File: config.mk
export PLATFORM = sky130hd
export DESIGN_NAME = reload_timer
export DESIGN_NICKNAME = d
export VERILOG_FILES = /design/src/rtl/reload_timer_pkg.sv /design/src/rtl/reload_timer.sv /design/src/rtl/event_edge_detect.sv
export VERILOG_INCLUDE_DIRS = /design/src /design/src/rtl
export SDC_FILE = /design/constraint.sdc
export NUM_CORES = 1
export LEC_CHECK = 0
export BUFFER_PORTS_ARGS = -buffer_cell sky130_fd_sc_hd__buf_2
export CELL_PAD_IN_SITES_DETAIL_PLACEMENT = 0
export CELL_PAD_IN_SITES_GLOBAL_PLACEMENT = 1
export CORE_UTILIZATION = 45
export DETAILED_ROUTE_END_ITERATION = 10
export GPL_ROUTABILITY_DRIVEN = 0
export GPL_TIMING_DRIVEN = 0
export PLACE_DENSITY_LB_ADDON = 0.1
export SKIP_CTS_REPAIR_TIMING = 1
export SLEW_MARGIN = 5
export SYNTH_ARGS = -nofsm -noshare
export SYNTH_HDL_FRONTEND = slang
export SYNTH_SLANG_ARGS = --single-unit
File: constraint.sdc
create_clock -name ref_clk -period 2.9 [get_ports ref_clk]
set_input_delay 0.435 -clock ref_clk [delete_from_list [all_inputs] [get_ports ref_clk]]
set_output_delay 0.435 -clock ref_clk [all_outputs]
set_load 0.03 [all_outputs]
File: src/rtl/reload_timer_regs.svh
// Purpose: Register offsets, field positions, reset values for reload timer
// Assumes: Byte-wide registers on a plain address port
// Notes:   Definitions only
`ifndef RELOAD_TIMER_REGS_SVH
`define RELOAD_TIMER_REGS_SVH

`define RELOAD_OFFSET      8'hcd
`define MODE_OFFSET        8'hda
`define COUNT_OFFSET       8'hdb
`define MODE_RUN_BIT       7
`define MODE_RATE_HI       6
`define MODE_RATE_LO       4
`define MODE_SRC_BIT       3
`define MODE_RELOAD_BIT    2
`define MODE_OUT_BIT       1
`define MODE_WRITE_MASK    8'hfe
`define REG_RESET          8'h00
`define PRESCALE_RESET     8'h00

`endif

File: src/rtl/reload_timer_pkg.sv
// Purpose: Types shared by the reload timer files
// Assumes: Nothing
// Notes:   Types only
package reload_timer_pkg;
    typedef logic [7:0] byte_t;
    typedef logic [2:0] rate_t;
endpackage

File: src/rtl/reload_timer.sv
// Purpose: 8-bit up timer/event counter with reload straight from the written reload register and buzzer
// Assumes: ref_clk is the CPU clock; pin inputs synchronous except event
// Notes:   Registers reached over a plain byte port
`timescale 1ns/1ps
`include "reload_timer_regs.svh"
module reload_timer
(
    // Clock and reset
    input  wire logic                    ref_clk,
    input  wire logic                    reset_n,
    // Register port
    input  wire logic [7:0]              reg_addr,
    input  wire reload_timer_pkg::byte_t reg_wdata,
    input  wire logic                    reg_wr,
    input  wire logic                    reg_rd,
    output reload_timer_pkg::byte_t      reg_rdata,
    // External event pin
    input  wire logic                    external_event_input,
    // Shared buzzer pin and port logic
    input  wire logic                    port_io_out,
    input  wire logic                    port_io_oe,
    output logic                         buzzer_port_pin_out,
    output logic                         buzzer_port_pin_oe,
    // Interrupt side
    output logic                         timer_irq_pulse,
    output logic                         event_pin_irq_mask
);
    import reload_timer_pkg::*;

    ////////////////////////////////////////////////////////////////////
    // Reset release
    logic rst_meta_reg;
    logic rst_n;

    always_ff @(posedge ref_clk or negedge reset_n)
    begin
        if (!reset_n)
        begin
            rst_meta_reg <= 1'b0;
            rst_n        <= 1'b0;
        end
        else
        begin
            rst_meta_reg <= 1'b1;
            rst_n        <= rst_meta_reg;
        end
    end

    ////////////////////////////////////////////////////////////////////
    // Edge detector
    logic ext_fall;

    event_edge_detect edge_u
    (
        .ref_clk    (ref_clk),
        .rst_n      (rst_n),
        .event_in   (external_event_input),
        .fall_pulse (ext_fall)
    );

    ////////////////////////////////////////////////////////////////////
    // State
    byte_t mode_reg;
    byte_t mode_next;
    byte_t count_reg;
    byte_t count_next;
    byte_t stage_reg;
    byte_t stage_next;
    byte_t active_reg;
    byte_t active_next;
    byte_t pre_reg;
    byte_t pre_next;
    logic  toggle_reg;
    logic  toggle_next;
    logic  irq_next;
    logic  pin_out_next;
    logic  pin_oe_next;
    logic  mask_next;
    byte_t rdata_next;
    logic  run;
    logic  ext_src;
    rate_t rate;
    logic  tick;
    logic  ovf;
    byte_t pre_mask;

    assign run     = mode_reg[`MODE_RUN_BIT];
    assign ext_src = mode_reg[`MODE_SRC_BIT];
    assign rate    = mode_reg[`MODE_RATE_HI:`MODE_RATE_LO];

    ////////////////////////////////////////////////////////////////////
    // Tick selection and overflow
    always_comb
    begin
        pre_mask = 8'hff >> rate;
        pre_next = pre_reg;
        if (run && !ext_src)
            pre_next = pre_reg + 8'h01;
        if (ext_src)
            tick = run & ext_fall;
        else
            tick = run & ((pre_reg & pre_mask) == pre_mask);
        ovf = tick && (count_reg == 8'hff);
    end

    always_ff @(posedge ref_clk or negedge rst_n)
    begin
        if (!rst_n)
            pre_reg <= `PRESCALE_RESET;
        else
            pre_reg <= pre_next;
    end

    ////////////////////////////////////////////////////////////////////
    // Counter, reload buffers, buzzer, register writes
    always_comb
    begin
        mode_next   = mode_reg;
        count_next  = count_reg;
        stage_next  = stage_reg;
        active_next = active_reg;
        toggle_next = toggle_reg;
        if (tick)
            count_next = count_reg + 8'h01;
        if (ovf)
        begin
            active_next = stage_reg;
            toggle_next = ~toggle_reg;
            if (mode_reg[`MODE_RELOAD_BIT])
                count_next = stage_reg;
            else
                count_next = 8'h00;
        end
        if (reg_wr && reg_addr == `MODE_OFFSET)
            mode_next = reg_wdata & `MODE_WRITE_MASK;
        else if (reg_wr && reg_addr == `COUNT_OFFSET)
            count_next = reg_wdata;
        else if (reg_wr && reg_addr == `RELOAD_OFFSET)
            stage_next = reg_wdata;
    end

    always_ff @(posedge ref_clk or negedge rst_n)
    begin
        if (!rst_n)
        begin
            mode_reg   <= `REG_RESET;
            count_reg  <= `REG_RESET;
            stage_reg  <= `REG_RESET;
            active_reg <= `REG_RESET;
            toggle_reg <= 1'b0;
        end
        else
        begin
            mode_reg   <= mode_next;
            count_reg  <= count_next;
            stage_reg  <= stage_next;
            active_reg <= active_next;
            toggle_reg <= toggle_next;
        end
    end

    ////////////////////////////////////////////////////////////////////
    // Outputs and read data
    always_comb
    begin
        irq_next     = ovf;
        mask_next    = mode_next[`MODE_SRC_BIT];
        pin_oe_next  = port_io_oe;
        pin_out_next = port_io_out;
        if (mode_next[`MODE_OUT_BIT])
        begin
            pin_oe_next  = 1'b1;
            pin_out_next = toggle_next;
        end
        rdata_next = 8'h00;
        if (reg_rd && reg_addr == `MODE_OFFSET)
            rdata_next = mode_reg;
        else if (reg_rd && reg_addr == `COUNT_OFFSET)
            rdata_next = count_reg;
    end

    always_ff @(posedge ref_clk or negedge rst_n)
    begin
        if (!rst_n)
        begin
            timer_irq_pulse     <= 1'b0;
            event_pin_irq_mask  <= 1'b0;
            buzzer_port_pin_out <= 1'b0;
            buzzer_port_pin_oe  <= 1'b0;
            reg_rdata           <= `REG_RESET;
        end
        else
        begin
            timer_irq_pulse     <= irq_next;
            event_pin_irq_mask  <= mask_next;
            buzzer_port_pin_out <= pin_out_next;
            buzzer_port_pin_oe  <= pin_oe_next;
            reg_rdata           <= rdata_next;
        end
    end
endmodule // reload_timer

File: src/rtl/event_edge_detect.sv
// Purpose: Synchronise the external event pin and flag falling edges
// Assumes: Asynchronous pin, single clock domain
// Notes:   First stage read only by the second stage
`timescale 1ns/1ps
module event_edge_detect
(
    // Clock and reset
    input  wire logic ref_clk,
    input  wire logic rst_n,
    // Pin and edge pulse
    input  wire logic event_in,
    output logic      fall_pulse
);
    logic meta_reg;
    logic sync_reg;
    logic last_reg;
    logic fall_next;

    ////////////////////////////////////////////////////////////////////
    // Two-stage sync, then edge compare on the second stage
    always_comb
    begin
        fall_next = last_reg & ~sync_reg;
    end

    always_ff @(posedge ref_clk or negedge rst_n)
    begin
        if (!rst_n)
        begin
            meta_reg   <= 1'b1;
            sync_reg   <= 1'b1;
            last_reg   <= 1'b1;
            fall_pulse <= 1'b0;
        end
        else
        begin
            meta_reg   <= event_in;
            sync_reg   <= meta_reg;
            last_reg   <= sync_reg;
            fall_pulse <= fall_next;
        end
    end
endmodule // event_edge_detect

# == Word level (Yosys, flattened, before mapping) ==
# Index checks and enable logic that the tools add are counted.
# W data, S select, Z words.
# op_classes
shifts,1
mux,12
order_cmp,0
div_mod_pow,0
mul,0
n_addsub,2
reduce_logical,9
n_bitwise,8
eq_ne,5
# ops
operator,n
$mux W8,7
$eq A8 B8 Y1 const B,4
$add A8 B1 Y8 const B,2
$and A8 B8 Y8,1
$eq A8 B8 Y1,1
$shr A8 B3 Y8 const A,1
$logic_and A1 B1 Y1,7
$mux W1,4
$mux W4,1
$not A1 Y1,4
$and A1 B1 Y1,3
$reduce_and A3 Y1,1
$logic_not A1 Y1,1
# word_totals
mem_bits_ro,0
register_bits,50
latchBits,0
memories,0
wordCells,54
mem_bits_rw,0

# == Logic depth before layout (Yosys ltp) ==
# depth
ltp_word,9
depth_mapped,7

# == Hierarchy ==
# From an unflattened synthesis, not the netlist that was laid out.
# hier_totals
hier_cells,190
hier_area_um2,2283.4
# by_module_without_submodules
mod,cells_per_inst,n_inst,area_per_inst_um2
reload_timer,185,1,2165.8
event_edge_detect,5,1,117.6

# == Worst setup path after synthesis ==
# OpenSTA, ideal clock, no wires.
# synth_timing
path_kind,register to register
startpoint,register mode_reg[3]
endpoint,register count_reg[6]
required_ps,2755
t_arrival_ps,1784
path_slack_ps,972
synth_period_minus_slack_ps,1928
stages_incl_launch_ff,8
path_cell_list,dfrtp_1 > and2_1 > clkbuf_4 > a221o_2 > o211a_1 > buf_6 > a32oi_1 > o211ai_1
# synth_via
elab_chain_cells,5
elab_cells_between_ends,6
classes_between,mux: 5; reduce/logical: 1
# synth_lines
element,line_no,source
"start, declared",reload_timer.sv:63,byte_t mode_reg;
"start signal, assigned",reload_timer.sv:146,mode_reg <= `REG_RESET;
"start signal, assigned",reload_timer.sv:154,mode_reg <= mode_next;
$mux W1 *,reload_timer.sv:99,if (ext_src)
$mux W8 or $logic_and A1 B1 Y1 (tied branches),"reload_timer.sv:123, reload_timer.sv:103",
$mux W8 *,reload_timer.sv:125,if (ovf)
$mux W8,reload_timer.sv:136,else if (reg_wr && reg_addr == `COUNT_OFFSET)
$mux W8 *,reload_timer.sv:134,if (reg_wr && reg_addr == `MODE_OFFSET)
via count_next[6],reload_timer.sv:66,byte_t count_next;
"end signal, assigned",reload_timer.sv:147,count_reg <= `REG_RESET;
"end signal, assigned",reload_timer.sv:155,count_reg <= count_next;
"end, declared",reload_timer.sv:65,byte_t count_reg;
# The timed path passes the listed nets; every way through them passes the cells marked *.
# A chain may end at the register's enable or synchronous reset.

# == Worst setup path in the final report ==
# layout_timing
startpoint,register count_reg[0]
endpoint,register count_reg[6]
# layout_via
elab_chain_cells,5
elab_cells_between_ends,7
classes_between,add/sub: 1; eq/ne: 1; mux: 4; reduce/logical: 1
# layout_lines
element,line_no
$add A8 B1 Y8 or $eq A8 B8 Y1 (tied branches),"reload_timer.sv:124, reload_timer.sv:103"
$mux W8 or $logic_and A1 B1 Y1 (tied branches),"reload_timer.sv:123, reload_timer.sv:103"
$mux W8 *,reload_timer.sv:125
$mux W8,reload_timer.sv:136
$mux W8 *,reload_timer.sv:134
via count_next[6],reload_timer.sv:66
# Marks and branches as above.

==> out/metrics.yaml <==
run_status:
  status: "finished, final reports clean"
layout:
  multiInputGateArea_sq_um: 1022
  final_layout_size_suffix_gt1_share_pct: 31.40
  insertedDiodeCount: 0
  final_common_cell: "dfrtp_1"
  ff_latch_area_sq_um: 1231
  fill_cells: 440
  layout_common_cells: "45 x dfrtp_1, 36 x buf_2, 15 x nand2_1"
  syn_to_final_growth_pct: 17.28
  nets: 266
  instances_no_fill: 309
pwr:
  power.density_nw_per_um2: 604.9
  leakagePower_nw: 1.261
  ir_drop_v: 0.0002960
sta:
  min_period_ns: 2.150
  finalHoldViolCount: 0
  relSlewSlack_pct: 35.16
  rsz0062_at_grt: "false"
  fmax_ghz: 0.4651
  skew_ns: 0.005655
  setup-tns-final_ns: 0
  slew_viol_final: 0
  worst_hold_slack_ns: 0.1009
  finalSetupViolCount: 0
  tightest_slew_ns: 0.9652
  fin_crit_sh_pct: 74.14
critical_path:
  setup.worst_path.start: "count_reg[0]$_DFF_PN0_"
  rrSetupSlack_ns: 0.75
  endpoint: "count_reg[6]$_DFF_PN0_"
  cp.required_ns: 3.11
  ff2ff_path_depth: 6
  crit_type: "reg2reg"
  critPathCaptureType: "flip-flop"
  worst_setup_path_start_kind: "flip-flop"
  cp.arrival_ns: 2.36
  path_max_fanout: 6
  r2r_start: "count_reg[0]$_DFF_PN0_"
  worstReg2RegEnd: "count_reg[6]$_DFF_PN0_"
clock_network:
  cts_sinks: 49
  cts_tree: "yes"
  cts-root-buf: "clkbuf_8"
  clk_latency_ns: 0.30
  cts_buffers: 5
  clk_pin_slew_ns: 0.09
  clock_path_buffers: 2
  cts.htree.levels: 2
yosys:
  synth_area_leader_cell: "dfrtp_1"
  synth_fp_nets: 223
  ys_top_cells_by_area: "dfrtp_1 50%, mux2_2 6.8%, dfstp_2 3.4%"
  syn_area_per_cell_sq_um: 11.74
  seq_area_frac_synth_pct: 52.91
  synth_cells: 198
  synthArstFlopShare_pct: 100.0
  ys_ff_latch: 49
  syn-cell-area_sq_um: 2325
  synth_edf_count: 0
  yosysUniqueCellTypes: 56
  synth-main-ff-cell: "dfrtp_1"
  ys_warn_count: 0
  yosys.area.top_type_share_pct: 49.52
global_routing:
  grt_pass1_vias: 1768
  overflow: 0
  grt_max_degree: 42
  grt_pass1_wl_microns: 8169
  antenna_found_initial: 0
  grt_util_all_layers_pct: 20.03
floorplanning:
  die_h_microns: 73.88
  die_area_sq_um: 5458
  start_util_pct: 47.95
  die_w_microns: 73.88
  rows: 25
  io_pins: 35
  fp.coreArea_sq_um: 4848
hold_path:
  hold_class: "reg2async"
routing:
  route.detailed.drc: 0
  drt-initial-drc-count: 104
  totalWireLength_microns: 4956
  dr.pass1.iters: 4
  via_per_inst: 5.676
  via_count: 1754
  ant_nets: 0
  wl_per_cell_microns: 16.04
flow_run:
  max_cap_viol_count: 0
placement:
  hpwlAfterDp_microns: 3621
  post-place-cells: 300
  port_buffers: 34
Yosys cell counts, types with 3 or more instances:
cell type   n
xnor2_1     5
a21oi_1     4
xor2_1      3
o21ai_0     8
inv_1       5
nor3_1      4
a32oi_1     4
nand2b_1    3
o211ai_1    3
and4_1      4
nand2_1    15
nor2_1      8
nand4_1     4
dfrtp_1    46
a22o_1      6
mux2_2     14
clkbuf_1    3
dfstp_2     3
nand3_1     9
worst min-delay path by stage:
stage	from	to	slack, ns	depth (start not counted)
6_report	rst_n$_DFF_PN0_	stage_reg[6]$_DFFE_PN0P_	0.10	0
5_1_grt	rst_n$_DFF_PN0_	stage_reg[6]$_DFFE_PN0P_	0.12	0
4_1_cts	reset_n	rst_n$_DFF_PN0_	-0.10	1
3_5_place_dp	rst_n$_DFF_PN0_	mode_reg[6]$_DFFE_PN0P_	0.10	0
3_3_place_gp	reset_n	rst_meta_reg$_DFF_PN0_	0.22	1
2_1_floorplan	reset_n	rst_meta_reg$_DFF_PN0_	0.14	0
stage by stage:
| step | worst slack, ns | power, mW | utilization (%) | instance area, sq um |
|---|---|---|---|---|
| 6_report | 0.7501 | 1.649 | 56.23 | 2726 |
| 5_1_grt | 0.6990 | 1.727 | 56.23 | 2726 |
| 4_1_cts | 0.8055 | 1.657 | 56.03 | 2716 |
| 3_5_place_dp | 0.5778 | 1.162 | 53.63 | 2600 |
| 3_3_place_gp | 0.6432 | 1.141 | 53.19 | 2579 |
| 2_1_floorplan | 0.9717 | 1.071 | - | 2325 |
routing by layer:
metal / vias up / share of wire [%] / global-route usage (%)
met2: 57 / 46 / 32.62
met3: 7 / 5.2 / 3.567
met1: 863 / 47 / 26.71
met4: 0 / 1.5 / 7.265
li1: 827 / - / -
met5: - / 0 / 0
cell type report:
class                           instances  area share, %
Multi-Input combinational cell        136          37.49
Clock buffer                            7          3.167
Tap cell                               67          3.075
Clock inverter                          1          1.101
Buffer                                  8          1.973
Timing Repair Buffer                   36          7.343
Inverter                                5         0.6884
Sequential cell                        49          45.16
kinds of logic after synthesis:
kind of cell	Yosys count	synth area share (%)
AND/OR/NAND/NOR	64	16.04
other	1	0.1613
multiplexers	15	7.212
XOR/XNOR	8	3.014
AO/OA/AOI/OAI	45	16.04
adder cells (fa/ha/maj)	3	1.507
flip-flops	49	52.91
buffers and inverters	13	3.122
worst max-delay path: stages (launching register included):
cell	delay [ns]
dfrtp_1	0.45
ha_1	0.25
and4_1	0.31
nand2_1	0.10
nor3_1	0.58
a32oi_1	0.23
o211ai_1	0.14
power by group:
part | total [mW] | switching (mW) | internal [mW]
Clock | 0.497 | 0.216 | 0.281
Combinational | 0.288 | 0.149 | 0.139
Sequential | 0.864 | 0.0978 | 0.766
Power figures use the tool's default switching activity.
